### src/include/scs_pkg.sv
// scs_pkg: constants, state enum and state record of the configuration-bus target.
// assumes a single 100 MHz system clock that oversamples the two-wire bus.
package scs_pkg;

  localparam int          CLK_NS        = 10;
  // bus-free time after a stop, least value
  localparam int          TBUF_NS       = 4700;
  localparam int          TBUF_CYC      = (TBUF_NS + CLK_NS - 1) / CLK_NS;
  // longest clock-high time before the bus counts as idle
  localparam int          THIGH_MAX_NS  = 50000;
  localparam int          THIGH_MAX_CYC = THIGH_MAX_NS / CLK_NS;

  localparam int          NREG          = 16;
  localparam int          IDX_W         = 4;
  localparam logic [3:0]  ADDR_IDX      = 4'h0;
  localparam logic [3:0]  SRST_IDX      = 4'h1;
  localparam int          SRST_BIT      = 0;
  // default bus address, arbitrary
  localparam logic [6:0]  DEF_DEV_ADDR  = 7'h2d;
  localparam logic [7:0]  NREG_B        = 8'h10;
  localparam logic [3:0]  BYTE_BITS     = 4'h8;

  typedef logic [NREG-1:0][7:0] scs_regs_t;
  localparam scs_regs_t   REG_RST       = {{(NREG-1){8'h00}}, {1'b0, DEF_DEV_ADDR}};

  typedef enum logic [2:0] {
    ST_IDLE, ST_ADDR, ST_RX, ST_ACK, ST_TX, ST_HACK
  } scs_state_t;

  typedef struct packed {
    logic [2:0]  scl_p;
    logic [2:0]  sda_p;
    logic [1:0]  cs_p;
    scs_state_t  state;
    logic [7:0]  sh;
    logic [3:0]  bitcnt;
    logic        rd;
    logic        first;
    logic        nack;
    logic [7:0]  ptr;
    logic        sda_oe;
    logic        sda_o;
    logic        stopped;
    logic        bus_idle;
    logic [15:0] high_cnt;
    scs_regs_t   regs;
  } scs_st_t;

endpackage

### src/hdl/scs_smbus_target.sv
// scs_smbus_target: two-wire configuration target holding the configuration registers.
// assumes scl/sda/chip select arrive asynchronously from pins and an external pull-up on sda.
// Summary of operation
// signalling and framing follow the two-wire management bus, version 2.0
// no dynamic address resolution; bus address comes from a register
// traffic is ignored and sda released while chip select is low
// host gives each device on a shared bus its own chip select
// data changes only while the clock is low
// sda falling while scl high is a start
// sda rising while scl high is a stop
// bus is idle after bus-free time past stop or after longest clock-high
// bytes are eight bits msb first plus a ninth acknowledge bit
// acknowledge bit low means ack, high means nack
// host opens a write with the seven-bit address and direction bit low
// first byte after address sets the pointer, next byte is stored
// each further write byte advances the pointer by one
// host ends every write with a stop
// read: address-write, pointer, repeated start, address-read
// after address-read the target returns the pointed register msb first
// host nack ends the read and the target releases sda
// soft reset restores defaults except the bus address register
// host ack during a read advances the pointer and returns the next register
`timescale 1ns/100ps

module scs_smbus_target #(
  parameter logic [15:0] THIGH_CYC = 16'(scs_pkg::THIGH_MAX_CYC)
) (
  input  wire logic              sys_clk,
  input  wire logic              nrst,
  input  wire logic              bus_chip_select,
  input  wire logic              scl_in,
  input  wire logic              sda_in,
  output      logic              sda_out,
  output      logic              sda_oe,
  output      logic              bus_idle,
  output      scs_pkg::scs_regs_t cfg_regs
);

  scs_pkg::scs_st_t q;
  scs_pkg::scs_st_t next_q;

  logic scl_s;
  logic sda_s;
  logic cs_s;
  logic scl_rise;
  logic scl_fall;
  logic start_ev;
  logic stop_ev;
  logic addr_hit;
  logic [7:0] rd_byte;
  logic [7:0] rd_next;

  // stage 0 of each pipe feeds stage 1 only; edges come from stages 1 and 2
  assign scl_s    = q.scl_p[1];
  assign sda_s    = q.sda_p[1];
  assign cs_s     = q.cs_p[1];
  assign scl_rise = scl_s & ~q.scl_p[2];
  assign scl_fall = ~scl_s & q.scl_p[2];
  assign start_ev = scl_s & q.scl_p[2] & ~sda_s & q.sda_p[2];
  assign stop_ev  = scl_s & q.scl_p[2] & sda_s & ~q.sda_p[2];
  // address is held in a register that the host can write, never resolved dynamically
  assign addr_hit = (q.sh[7:1] == q.regs[scs_pkg::ADDR_IDX][6:0]);  // see
  assign rd_byte  = (q.ptr < scs_pkg::NREG_B) ? q.regs[q.ptr[3:0]] : 8'h00;
  assign rd_next  = ((q.ptr + 8'h01) < scs_pkg::NREG_B) ? q.regs[q.ptr[3:0] + 4'h1] : 8'h00;

  always_comb begin
    next_q = q;
    next_q.scl_p = {q.scl_p[1:0], scl_in};
    next_q.sda_p = {q.sda_p[1:0], sda_in};
    next_q.cs_p  = {q.cs_p[0], bus_chip_select};
    next_q.sda_o = 1'b0;

    // idle detection runs on the synchronised lines whether or not we are selected
    if (scl_s && sda_s) begin
      if (q.high_cnt != 16'hffff) begin
        next_q.high_cnt = q.high_cnt + 16'h0001;
      end
    end else begin
      next_q.high_cnt = 16'h0000;
    end
    next_q.bus_idle = (q.high_cnt >= THIGH_CYC) ||
                      (q.stopped && (q.high_cnt >= 16'(scs_pkg::TBUF_CYC)));
    if (start_ev) begin
      next_q.stopped = 1'b0;
    end else if (stop_ev) begin
      next_q.stopped = 1'b1;
    end

    if (!cs_s) begin
      // deselected: sda released, any transfer in progress is dropped
      next_q.state  = scs_pkg::ST_IDLE;  // see
      next_q.sda_oe = 1'b0;
    end else if (start_ev) begin
      // start and repeated start both restart address reception, pointer kept
      next_q.state  = scs_pkg::ST_ADDR;  // see
      next_q.bitcnt = 4'h0;
      next_q.sda_oe = 1'b0;
    end else if (stop_ev) begin
      next_q.state  = scs_pkg::ST_IDLE;  // see
      next_q.sda_oe = 1'b0;
    end else if (q.high_cnt >= THIGH_CYC && q.state != scs_pkg::ST_IDLE) begin
      next_q.state  = scs_pkg::ST_IDLE;
      next_q.sda_oe = 1'b0;
    end else begin
      case (q.state)
        scs_pkg::ST_ADDR, scs_pkg::ST_RX: begin
          if (scl_rise && q.bitcnt != scs_pkg::BYTE_BITS) begin
            next_q.sh     = {q.sh[6:0], sda_s};
            next_q.bitcnt = q.bitcnt + 4'h1;
          end else if (scl_fall && q.bitcnt == scs_pkg::BYTE_BITS) begin
            if (q.state == scs_pkg::ST_ADDR) begin
              if (addr_hit) begin
                next_q.rd     = q.sh[0];
                next_q.first  = 1'b1;
                next_q.sda_oe = 1'b1;
                next_q.state  = scs_pkg::ST_ACK;
              end else begin
                // not ours: stay off the bus until the next start
                next_q.state = scs_pkg::ST_IDLE;
              end
            end else begin
              next_q.sda_oe = 1'b1;
              next_q.state  = scs_pkg::ST_ACK;
              next_q.first  = 1'b0;
              if (q.first) begin
                next_q.ptr = q.sh;
              end else begin
                // bytes past the last register are acknowledged and dropped
                if (q.ptr < scs_pkg::NREG_B) begin
                  next_q.regs[q.ptr[3:0]] = q.sh;
                end
                next_q.ptr = q.ptr + 8'h01;
                if (q.ptr[3:0] == scs_pkg::SRST_IDX && q.ptr < scs_pkg::NREG_B && q.sh[scs_pkg::SRST_BIT]) begin
                  // soft reset keeps whatever bus address is in force
                  next_q.regs = scs_pkg::REG_RST;
                  next_q.regs[scs_pkg::ADDR_IDX] = q.regs[scs_pkg::ADDR_IDX];
                end
              end
            end
          end
        end
        scs_pkg::ST_ACK: begin
          if (scl_fall) begin
            next_q.bitcnt = 4'h0;
            if (q.rd) begin
              // first read bit goes out on the same falling edge that ends the ack
              next_q.sh     = {rd_byte[6:0], 1'b0};
              next_q.sda_oe = ~rd_byte[7];
              next_q.bitcnt = 4'h1;
              next_q.state  = scs_pkg::ST_TX;
            end else begin
              next_q.sda_oe = 1'b0;
              next_q.state  = scs_pkg::ST_RX;
            end
          end
        end
        scs_pkg::ST_TX: begin
          if (scl_fall) begin
            if (q.bitcnt == scs_pkg::BYTE_BITS) begin
              next_q.sda_oe = 1'b0;
              next_q.state  = scs_pkg::ST_HACK;
            end else begin
              next_q.sda_oe = ~q.sh[7];  // see
              next_q.sh     = {q.sh[6:0], 1'b0};
              next_q.bitcnt = q.bitcnt + 4'h1;
            end
          end
        end
        scs_pkg::ST_HACK: begin
          if (scl_rise) begin
            next_q.nack = sda_s;
          end else if (scl_fall) begin
            if (q.nack) begin
              next_q.sda_oe = 1'b0;
              next_q.state  = scs_pkg::ST_IDLE;
            end else begin
              next_q.ptr    = q.ptr + 8'h01;
              next_q.sh     = {rd_next[6:0], 1'b0};
              next_q.sda_oe = ~rd_next[7];
              next_q.bitcnt = 4'h1;
              next_q.state  = scs_pkg::ST_TX;
            end
          end
        end
        default: begin
          next_q.sda_oe = 1'b0;
        end
      endcase
    end
  end

  always_ff @(posedge sys_clk or negedge nrst) begin
    if (!nrst) begin
      q          <= '0;
      q.scl_p    <= 3'b111;
      q.sda_p    <= 3'b111;
      q.state    <= scs_pkg::ST_IDLE;
      q.stopped  <= 1'b1;
      q.regs     <= scs_pkg::REG_RST;
    end else begin
      q <= next_q;
    end
  end

  assign sda_out  = q.sda_o;
  assign sda_oe   = q.sda_oe;
  assign bus_idle = q.bus_idle;
  assign cfg_regs = q.regs;

  property p_cs_release;
    @(posedge sys_clk) disable iff (!nrst) !cs_s |=> !q.sda_oe;
  endproperty
  a_cs_release: assert property (p_cs_release) else $error("sda driven while deselected");

  property p_start;
    @(posedge sys_clk) disable iff (!nrst) (cs_s && start_ev) |=> (q.state == scs_pkg::ST_ADDR && q.bitcnt == 4'h0);
  endproperty
  a_start: assert property (p_start) else $error("start not taken");

  property p_stop;
    @(posedge sys_clk) disable iff (!nrst) stop_ev |=> (q.state == scs_pkg::ST_IDLE && !q.sda_oe);
  endproperty
  a_stop: assert property (p_stop) else $error("stop not taken");

  property p_drive_on_fall;
    @(posedge sys_clk) disable iff (!nrst) $rose(q.sda_oe) |-> $past(scl_fall);
  endproperty
  a_drive_on_fall: assert property (p_drive_on_fall) else $error("sda driven while scl high");

  property p_ack_low;
    @(posedge sys_clk) disable iff (!nrst) (q.state == scs_pkg::ST_ACK) |-> (q.sda_oe && !q.sda_o);
  endproperty
  a_ack_low: assert property (p_ack_low) else $error("ack bit not driven low");

  property p_bitcnt;
    @(posedge sys_clk) disable iff (!nrst) q.bitcnt <= scs_pkg::BYTE_BITS;
  endproperty
  a_bitcnt: assert property (p_bitcnt) else $error("bit count past eight");

  property p_wr_inc;
    @(posedge sys_clk) disable iff (!nrst)
      (cs_s && q.state == scs_pkg::ST_RX && !q.first && scl_fall && q.bitcnt == scs_pkg::BYTE_BITS)
      |=> (q.ptr == $past(q.ptr) + 8'h01 && q.state == scs_pkg::ST_ACK);
  endproperty
  a_wr_inc: assert property (p_wr_inc) else $error("write pointer not advanced");

  property p_nack_end;
    @(posedge sys_clk) disable iff (!nrst)
      (cs_s && q.state == scs_pkg::ST_HACK && q.nack && scl_fall && !(q.high_cnt >= THIGH_CYC))
      |=> (q.state == scs_pkg::ST_IDLE && !q.sda_oe);
  endproperty
  a_nack_end: assert property (p_nack_end) else $error("nack did not end read");

  property p_rd_inc;
    @(posedge sys_clk) disable iff (!nrst)
      (cs_s && q.state == scs_pkg::ST_HACK && !q.nack && scl_fall && !(q.high_cnt >= THIGH_CYC))
      |=> (q.ptr == $past(q.ptr) + 8'h01 && q.state == scs_pkg::ST_TX);
  endproperty
  a_rd_inc: assert property (p_rd_inc) else $error("read pointer not advanced");

  property p_idle_tbuf;
    @(posedge sys_clk) disable iff (!nrst)
      (q.stopped && q.high_cnt >= 16'(scs_pkg::TBUF_CYC)) |=> q.bus_idle;
  endproperty
  a_idle_tbuf: assert property (p_idle_tbuf) else $error("bus not idle after free time");

  property p_thigh_idle;
    @(posedge sys_clk) disable iff (!nrst)
      (cs_s && q.state != scs_pkg::ST_IDLE && q.high_cnt >= THIGH_CYC && !start_ev && !stop_ev)
      |=> (q.state == scs_pkg::ST_IDLE && !q.sda_oe);
  endproperty
  a_thigh_idle: assert property (p_thigh_idle) else $error("clock-high limit did not end transfer");

endmodule // scs_smbus_target

### config.mk
export PLATFORM = sky130hd
export DESIGN_NAME = scs_smbus_target
export DESIGN_NICKNAME = d
export VERILOG_FILES = /design/src/include/scs_pkg.sv /design/src/hdl/scs_smbus_target.sv
export SDC_FILE = /design/constraint.sdc
export NUM_CORES = 1
export LEC_CHECK = 0
export BUFFER_PORTS_ARGS = -buffer_cell sky130_fd_sc_hd__buf_2
export CORE_ASPECT_RATIO = 1.25
export CORE_MARGIN = 2
export CORE_UTILIZATION = 40
export DETAILED_ROUTE_END_ITERATION = 6
export HOLD_SLACK_MARGIN = 0.15
export PLACE_DENSITY = 0.61
export SLEW_MARGIN = 15
export SYNTH_ARGS = -nofsm -noshare
export SYNTH_HDL_FRONTEND = slang
export SYNTH_SLANG_ARGS = --single-unit
### constraint.sdc
create_clock -name sys_clk -period 4 [get_ports sys_clk]
set_input_delay 0.8 -clock sys_clk [delete_from_list [all_inputs] [get_ports sys_clk]]
set_output_delay 0.8 -clock sys_clk [all_outputs]
set_load 0.005 [all_outputs]
Word level (Yosys, flattened, before mapping)
Index checks and enable logic that the tools add are counted.
W data, S select, Z words.
{ "word_totals": {"ff_bits": 181, "in_bits": 5, "output_inout_bits": 131, "wordCells": 195} }
{ "classes": {"addsub": 4, "magnitude_cmp": 7, "n_eq_ne": 41, "n_mux": 66, "bitwise": 21, "n_reduce_logical": 26} }
{ "ops": {"columns": ["op", "n"], "rows": [
  ["$mux W128", 2],
  ["$bwmux W128", 1],
  ["$mux W15", 6],
  ["$bmux W8 S4", 2],
  ["$mux W8", 8],
  ["$pmux W15 S4", 1],
  ["$mux W12", 4],
  ["$ne A6 B6 Y1 const B", 7],
  ["$mux W9", 4],
  ["$reduce_and A11 Y1", 3],
  ["$demux W8 S4", 1],
  ["$mux W16", 2],
  ["$mux W3", 10],
  ["$ne A2 B2 Y1 const B", 14],
  ["$ne A3 B3 Y1 const B", 7],
  ["$mux W1", 17],
  ["$add A16 B1 Y16 const B", 1],
  ["$ge A16 B13 Y1 const B", 1],
  ["$ge A16 B9 Y1 const B", 1],
  ["$lt A8 B5 Y1 const B", 2],
  ["$ne A16 B16 Y1 const B", 1],
  ["$pmux W8 S2", 1],
  ["$reduce_and A8 Y1", 2],
  ["$not A1 Y1", 14],
  ["30 further kinds", 53]
]} }

Logic depth before layout (Yosys ltp)
Gate-level depths: netlist (run 1).
{ "logic_depth": {"ltp_word": 13, "depth_mapped": 14, "ltp_nobuf": 8} }

Worst setup path after synthesis (run 1)
Ideal clock, no wire load.
{ "synth_timing": {"path_type": "flip-flop to flip-flop", "start": "reg q[148] (netlist bit)", "end": "reg q (netlist bit sda_oe)", "setup_ns": 0.069, "arrival_ns": 3.285, "t_required_ns": 3.931, "setup_slack_ns": 0.646, "path_stages_with_launch": 14, "n_path_buf": 6, "synth_period_minus_slack_ns": 3.354, "cell_sequence": "dfrtp_1 clkbuf_1 buf_2 clkbuf_1 inv_1 ha_1 buf_2 buf_2 buf_1 mux4_2 mux4_2 o21ai_0 nand4b_1 nand3_1"} }
{ "synth_between": {"elab_chain_len": 13, "elab_cells_between_ends": 22, "classes_between": "add/sub (2); order compare (2); mux (16); bitwise (2)"} }
{ "synth_lines": {"columns": ["element", "line_no", "rtl"], "rows": [
  ["start, declared", "scs_smbus_target.sv:39", "scs_pkg::scs_st_t q;"],
  ["start signal, assigned", "scs_smbus_target.sv:201", "q <= next_q;"],
  ["branches (longest 8 deep; another with $add A8 B1 Y8)", null, null],
  ["$pmux W1 S4 (*)", "scs_smbus_target.sv:105", "case (q.state)"],
  ["$mux W1 (*)", "scs_smbus_target.sv:101", "end else if (q.high_cnt >= THIGH_CYC && q.state != scs_pkg::ST_IDLE) begin"],
  ["$mux W1 (*)", "scs_smbus_target.sv:98", "end else if (stop_ev) begin"],
  ["$mux W1 (*)", "scs_smbus_target.sv:93", "end else if (start_ev) begin"],
  ["$mux W1 (*)", "scs_smbus_target.sv:89", "if (!cs_s) begin"]
]} }
Every way passes the cells marked *. The select of a mux whose other input is x is not followed.
A chain may end at the register's enable or synchronous reset.

Worst setup path after layout (run 1)
{ "layout_timing": {"start": "reg q[148] (netlist bit)", "end": "reg q[168] (netlist bit)"} }
{ "layout_between": {"elab_chain_len": 8, "elab_cells_between_ends": 16, "classes_between": "add/sub (2); order compare (2); mux (12)"} }
{ "layout_lines": {"columns": ["element", "line_no"], "rows": [
  ["branches (longest 7 deep; another with $add A8 B1 Y8)", null],
  ["$pmux W15 S4 (*)", "scs_smbus_target.sv:105"]
]} }
Marks and branches as above.

==> impl_metrics.json, run 1 <==
{
  "status": "completed",
  "p_seq_share_pct": 50.0,
  "synth-seq-area-share_pct": 41.6,
  "synth_nets": 978,
  "fin_worst_skew_ns": 0.0104,
  "fin_tns_setup_ns": 0,
  "critPathRequiredTime_ns": 4.32,
  "regToRegStartpoint": "q[148]$_DFFE_PN0P_",
  "syn_inst": 965,
  "antenna_cells": 0,
  "dp_hpwl_mm": 23.7,
  "clk_path_buf_depth": 2,
  "drive_above_1_share_pct": 32.2,
  "synth-main-ff-cell": "dfrtp_1",
  "vdd_ir_drop_max_v": 0.000281,
  "cts_tree": "built",
  "postCtsSetupBuffers": 0,
  "final_cell_mix": "dfrtp_1 (168), buf_2 (133), o2bb2ai_1 (104), nand2_1 (82), mux4_2 (64)",
  "die_w_um": 152,
  "async_flop_share_pct": 100,
  "worst_r2r_path_depth": 9,
  "tightest_slew_ns": 0.938,
  "r2r_setup_slack_ns": 0.85,
  "maxSlewViolCount": 0,
  "arrival_ns": 3.47,
  "ant_nets": 0,
  "rsz0062_at_grt": "false",
  "overflow": 0,
  "power.density_mw_per_mm2": 355,
  "fin_nets": 960,
  "ys_seq_elements": 181,
  "grt_max_degree": 71,
  "period_minus_slack_ns": 3.15,
  "clkSinkCount": 181,
  "critPathKind": "flip-flop to flip-flop",
  "grt_pass1_wl_mm": 49.6,
  "place_congestion": 0.911,
  "htreeDepth": 4,
  "internal-power_mw": 2.97,
  "cts_buffers": 17,
  "wl_mm": 32.4,
  "wire_per_inst_um": 24.9,
  "final_common_cell": "dfrtp_1",
  "die_h_um": 189,
  "clkTransAtPathRegs_ns": 0.07,
  "timing.fmax_ghz": 0.317,
  "mappedNetlistArea_mm2": 0.0109,
  "yosysUniqueCellTypes": 68,
  "hold_buffers": 0,
  "ctsResizeCount": 0,
  "yosysWarningCount": 0,
  "syn-mean-instance-area_um2": 11.3,
  "num_io_pins": 136,
  "fillerInstances": 2580,
  "reg2reg_to": "q[168]$_DFFE_PN0P_",
  "rows": 67,
  "cp_max_fo": 28,
  "vias_per_cell": 6.15,
  "syn2layout_area_growth_pct": 5.35,
  "finalHoldViolCount": 0,
  "port_buffers": 134,
  "synth_edf_count": 0,
  "multi_input_comb_area_mm2": 0.00510,
  "p_comb_share_pct": 8.4,
  "worstSetupEndpointType": "flip-flop",
  "antenna_found_initial": 0,
  "start_util_pct": 40.7,
  "seqCellArea_mm2": 0.00455,
  "dr.pass1.iters": 5,
  "fin_crit_sh_pct": 78.8,
  "track_usage_pct": 23.2,
  "drt_iter0_markers": 714,
  "root_buffer": "clkbuf_16",
  "cap_violations": 0,
  "startpoint_type": "flip-flop",
  "clk_latency_ns": 0.44,
  "sw_frac_of_total_pct": 27.4,
  "power_leakage_nw": 5.29,
  "grt_pass1_vias": 7752,
  "power.share.clock_pct": 41.6,
  "drc_errors": 0,
  "core_mm2": 0.0268,
  "whs_ns": 0.342,
  "p_switching_mw": 1.12,
  "max-slew-margin-rel_pct": 37.3,
  "setup_viol": 0,
  "dieArea_mm2": 0.0287,
  "hold_class": "input port to asynchronous set/reset pin",
  "vias": 8024
}
==> flip-flops by register name (all words and copies together), names as in the netlist <==
register / cells
bus_idle: 1
cfg_regs: 128
cs_s: 1
next_q: 5
q: 45
sda_oe: 1
==> how the worst max path moves through the flow <==
stage	depth (start not counted)	end	slack, ns	from
floorplan	13	sda_oe$_DFFE_PN0P_	0.65	q[148]$_DFFE_PN0P_
global placement	8	q[164]$_DFFE_PN0P_	0.93	q[149]$_DFFE_PN0P_
detailed placement	9	q[168]$_DFFE_PN0P_	0.89	q[148]$_DFFE_PN0P_
CTS	9	q[168]$_DFFE_PN0P_	0.86	q[148]$_DFFE_PN0P_
global route	8	q[164]$_DFFE_PN0P_	0.60	q[149]$_DFFE_PN0P_
finish	9	q[168]$_DFFE_PN0P_	0.85	q[148]$_DFFE_PN0P_
==> cell usage after synthesis (all sizes together), types with 8 or more instances <==
library cell,number,area [um^2]
dfrtp,170,4250
xor2,15,131
mux2,26,293
a22o,8,70.1
ha,8,100
nor2,32,120
mux2i,12,120
inv,8,30.0
a21oi,32,160
clkbuf,23,86.3
buf,165,1180
nand2,92,420
and3,11,68.8
dfstp,11,289
nand3,29,145
a22oi,15,113
o21ai,36,184
o2bb2ai,104,911
mux4,64,1440
nor4,10,92.6
==> layer usage <==
layer,up-vias,track usage [%],part of all wire [%]
li1,3471,-,-
met1,4102,30.7,40
met2,373,37.3,50
met3,78,4.41,6.7
met4,0,9.26,4.1
met5,-,0,0
==> logic make-up (layout without fill, tap and decap cells) <==
group / count (synthesis) / after routing / synth area share, %
buf+inv: 196 / 191 / 11.8
fa+ha+maj: 8 / 8 / 0.917
simple gates: 224 / 224 / 11.1
xor+xnor: 22 / 22 / 1.76
mux: 102 / 102 / 17.0
flops: 181 / 181 / 41.6
compound gates: 231 / 231 / 15.8
other cells: 1 / 1 / 0.0343
==> cell type report <==
type | count | share of cell area [%]
Tap cell | 345 | 3.75
Clock inverter | 11 | 0.968
Multi-Input combinational cell | 588 | 44.3
Sequential cell | 181 | 39.5
Inverter | 8 | 0.261
Clock buffer | 21 | 4.09
Timing Repair Buffer | 151 | 7.10
==> power groups by stage <==
stage	clock (mW)	sequential, mW	combinational [mW]
2_1_floorplan	0	1.95	0.296
3_3_place_gp	0	2.07	0.337
3_5_place_dp	0	2.07	0.346
4_1_cts	1.72	2.04	0.347
5_1_grt	1.80	2.04	0.391
6_report	1.70	2.04	0.344
==> critical path: stages, from the launching register on <==
cell	delay, ns
dfrtp_4	0.72
inv_1	0.16
ha_1	0.60
buf_4	0.35
mux4_2	0.54
mux2i_1	0.15
nand2_1	0.07
o21ai_0	0.06
o21ai_0	0.08
mux2_2	0.29
==> metrics by stage <==
stage	instances	instance area [um^2]	util, %	setup WS (ns)	total power [mW]
detailed placement	1273	10900	40.7	0.893	2.42
floorplan	965	10900	-	0.646	2.25
CTS	1305	11500	42.9	0.855	4.11
global route	1305	11500	42.9	0.601	4.24
global placement	1273	10900	40.7	0.930	2.41
finish	1305	11500	42.9	0.850	4.08
Note: power is estimated with default switching activity, not from simulation.
==> inputs of run 2 (changes only) <==
--- a/config.mk
+++ b/config.mk
@@ -5,13 +5,14 @@
 export SDC_FILE = /design/constraint.sdc
 export NUM_CORES = 1
 export LEC_CHECK = 0
+export ABC_AREA = 1
 export BUFFER_PORTS_ARGS = -buffer_cell sky130_fd_sc_hd__buf_2
 export CORE_ASPECT_RATIO = 1.25
 export CORE_MARGIN = 2
 export CORE_UTILIZATION = 40
 export DETAILED_ROUTE_END_ITERATION = 6
 export HOLD_SLACK_MARGIN = 0.15
-export PLACE_DENSITY = 0.61
+export PLACE_DENSITY = 0.62
 export SLEW_MARGIN = 15
 export SYNTH_ARGS = -nofsm -noshare
 export SYNTH_HDL_FRONTEND = slang
==> constraint.sdc (replaced) <==
create_clock -name sys_clk -period 2.8 [get_ports sys_clk]
set_input_delay 0.56 -clock sys_clk [delete_from_list [all_inputs] [get_ports sys_clk]]
set_output_delay 0.56 -clock sys_clk [all_outputs]
set_load 0.005 [all_outputs]
==> run 2 against run 1 <==
Effect of this change:
- highest routed layer unchanged
- critical path depth up 3
- combinational power rose to 17 times the previous value
- die area up 16%
- hold slack worse by 0.20 ns
- via count up 47%
- critical endpoint is now q[170]$_DFFE_PN0P_
- largest power group is now combinational logic
- non-clock buffer count up 24
- sequential power up 48%
- routed wire length up 27%
- clock skew up 0.0027 ns
- clock power up 53%
- count of clock-buffer cells in the layout unchanged
==> impl_metrics.json, run 2 <==
{
  "status": "completed",
  "synth.area.top_cells": "dfrtp_1 (33%), nand2_1 (17%), buf_4 (7.9%)",
  "startpoint_type": "flip-flop",
  "grt_max_degree": 115,
  "dpl_cell_area_mm2": 0.0128,
  "tightest_slew_ns": 0.790,
  "synth-compound-area-share_pct": 12.4,
  "antenna_cells": 0,
  "overflow": 0,
  "path_cells": "clkinv_2, ha_1, inv_2, buf_4, o211ai_1, nand3_1, nand3_1, nand2_1, nand3_1, nand2_1, nor2_1, nor2_1",
  "ctsResizeCount": 0,
  "power_mw": 11.6,
  "synth_nets": 1782,
  "arrival_ns": 2.82,
  "regToRegStartpoint": "q[148]$_DFFE_PN0P_",
  "synth_top_family_by_area": "simple AND/OR/NAND/NOR gates",
  "vias_per_cell": 5.44,
  "dp_hpwl_mm": 29.2,
  "fin_nets": 1755,
  "yosysUniqueCellTypes": 49,
  "critPathKind": "flip-flop to flip-flop",
  "synthAdderAreaFrac_pct": 0.785,
  "fin_crit_sh_pct": 87.5,
  "crit_top_cell": "nand3_1",
  "setup_viol": 0,
  "synth_top_cell_by_area": "dfrtp_1",
  "dieArea_mm2": 0.0333,
  "power.density_mw_per_mm2": 865,
  "power.share.clock_pct": 22.4,
  "period_minus_slack_ns": 2.45,
  "r2r_setup_slack_ns": 0.35,
  "synthXorXnorAreaFrac_pct": 0.619,
  "cp_max_fo": 30,
  "rows": 73,
  "hold_class": "input port to asynchronous set/reset pin",
  "place_congestion": 0.933,
  "synth_common_cells": "nand2_1 (568), dfrtp_1 (170), buf_4 (134), inv_1 (129), nand3_1 (123)",
  "fin_worst_skew_ns": 0.0131,
  "max-slew-margin-rel_pct": 47.1,
  "track_usage_pct": 24.9,
  "reg2reg_to": "q[170]$_DFFE_PN0P_",
  "core_mm2": 0.0316,
  "critPathRequiredTime_ns": 3.17,
  "syn2layout_area_growth_pct": 5.39,
  "final_cell_mix": "nand2_1 (568), dfrtp_1 (169), buf_2 (133), inv_1 (129), nand3_1 (123)",
  "final_common_cell": "nand2_1",
  "cp_slowest_stage_delay_ns": 0.47,
  "ys_seq_elements": 181,
  "hold_buffers": 0,
  "root_buffer": "clkbuf_16",
  "largest_reg_flops": 128,
  "port_buffers": 134,
  "postCtsSetupBuffers": 0,
  "mappedNetlistArea_mm2": 0.0127,
  "sw_frac_of_total_pct": 49.3,
  "async_flop_share_pct": 100,
  "syn-mean-instance-area_um2": 7.20,
  "timing.fmax_ghz": 0.408,
  "die_w_um": 164,
  "htreeDepth": 4,
  "clk_latency_ns": 0.44,
  "p_comb_share_pct": 51.6,
  "worstSetupEndpointType": "flip-flop",
  "vias": 11800,
  "ant_nets": 0,
  "dr.pass1.iters": 6,
  "antenna_found_initial": 0,
  "fin_tns_setup_ns": 0,
  "synth-seq-area-share_pct": 35.7,
  "syn_inst": 1769,
  "drt_iter0_markers": 1192,
  "p_seq_share_pct": 26.0,
  "maxSlewViolCount": 0,
  "yosysWarningCount": 0,
  "synth_mux_area_share_pct": 0,
  "clkTransAtPathRegs_ns": 0.07,
  "drc_errors": 0,
  "fin_area_mm2": 0.0134,
  "die_h_um": 204,
  "synth-main-ff-cell": "dfrtp_1",
  "internal-power_mw": 5.89,
  "post-synth-top-count-cell": "nand2_1",
  "vdd_ir_drop_max_v": 0.000907,
  "rsz0062_at_grt": "false",
  "p_switching_mw": 5.72,
  "cap_violations": 0,
  "synthSimpleGateAreaFrac_pct": 34.2,
  "finalHoldViolCount": 0,
  "start_util_pct": 40.3,
  "num_io_pins": 136,
  "clkSinkCount": 181,
  "cts_buffers": 17,
  "clk_path_buf_depth": 2,
  "wl_mm": 41.1,
  "wire_per_inst_um": 19.0,
  "drive_above_1_share_pct": 17.2,
  "grt_pass1_wl_mm": 63.7,
  "synth_edf_count": 0,
  "synth_top_area_share_pct": 33.4,
  "cts_tree": "built",
  "grt_pass1_vias": 10900,
  "fillerInstances": 3353,
  "slowest_stage": "inv_2",
  "power_leakage_nw": 6.90,
  "worst_r2r_path_depth": 12
}
-- run 2: worst max-delay path, delay by kind of cell (launching register included) --
family,cells,cell delay [ns]
compound gates,1,0.10
fa+ha+maj,1,0.32
buf+inv,3,0.84
flops,1,0.46
simple gates,7,0.63
-- run 2: metal layers --
metal	wire length [um]	GRT usage [%]	part of all wire [%]
met3	2190	3.13	5.3
met4	2020	12.8	4.9
met1	16700	31.6	41
met5	0	0	0
met2	20200	41.4	49
-- run 2: layout make-up --
cell class	instances	area [um^2]	share of cell area (%)
Tap cell	412	515	3.84
Multi-Input combinational cell	1221	6130	45.6
Sequential cell	181	4550	33.9
Inverter	146	554	4.13
Clock inverter	11	163	1.21
Timing Repair Buffer	175	1060	7.89
Clock buffer	21	460	3.43
-- run 2: worst max-delay path by stage --
stage,start,end,slack (ns),cells past startpoint
after floorplan,q[148]$_DFFE_PN0P_,q[164]$_DFFE_PN0P_,0.50,16
after global placement,q[148]$_DFFE_PN0P_,q[165]$_DFFE_PN0P_,0.40,12
after detailed placement,q[148]$_DFFE_PN0P_,q[165]$_DFFE_PN0P_,0.39,12
after CTS,q[148]$_DFFE_PN0P_,q[170]$_DFFE_PN0P_,0.37,12
after global routing,q[148]$_DFFE_PN0P_,q[170]$_DFFE_PN0P_,0.18,12
final,q[148]$_DFFE_PN0P_,q[170]$_DFFE_PN0P_,0.35,12
-- run 2: power by group through the flow --
stage	registers, mW	clock network [mW]	logic (mW)
after floorplan	2.94	0	4.17
after global placement	3.05	0	5.86
after detailed placement	3.06	0	5.90
after CTS	3.01	2.65	5.92
after global routing	3.04	2.75	6.52
final	3.02	2.60	6.00
-- run 2: per-stage QoR --
step / setup slack, ns / std cells / utilization, % / hold slack (ns)
6_report: 0.349 / 2167 / 42.5 / 0.138
5_1_grt: 0.182 / 2167 / 42.5 / 0.186
4_1_cts: 0.371 / 2167 / 42.5 / 0.160
3_5_place_dp: 0.391 / 2135 / 40.5 / 0.336
3_3_place_gp: 0.400 / 2135 / 40.5 / 0.340
2_1_floorplan: 0.496 / 1769 / - / 0.264
-- run 2: logic make-up after synthesis --
| group | count (synthesis) |
|---|---|
| flops | 181 |
| buf+inv | 367 |
| xor+xnor | 9 |
| simple gates | 963 |
| fa+ha+maj | 8 |
| other cells | 1 |
| compound gates | 240 |
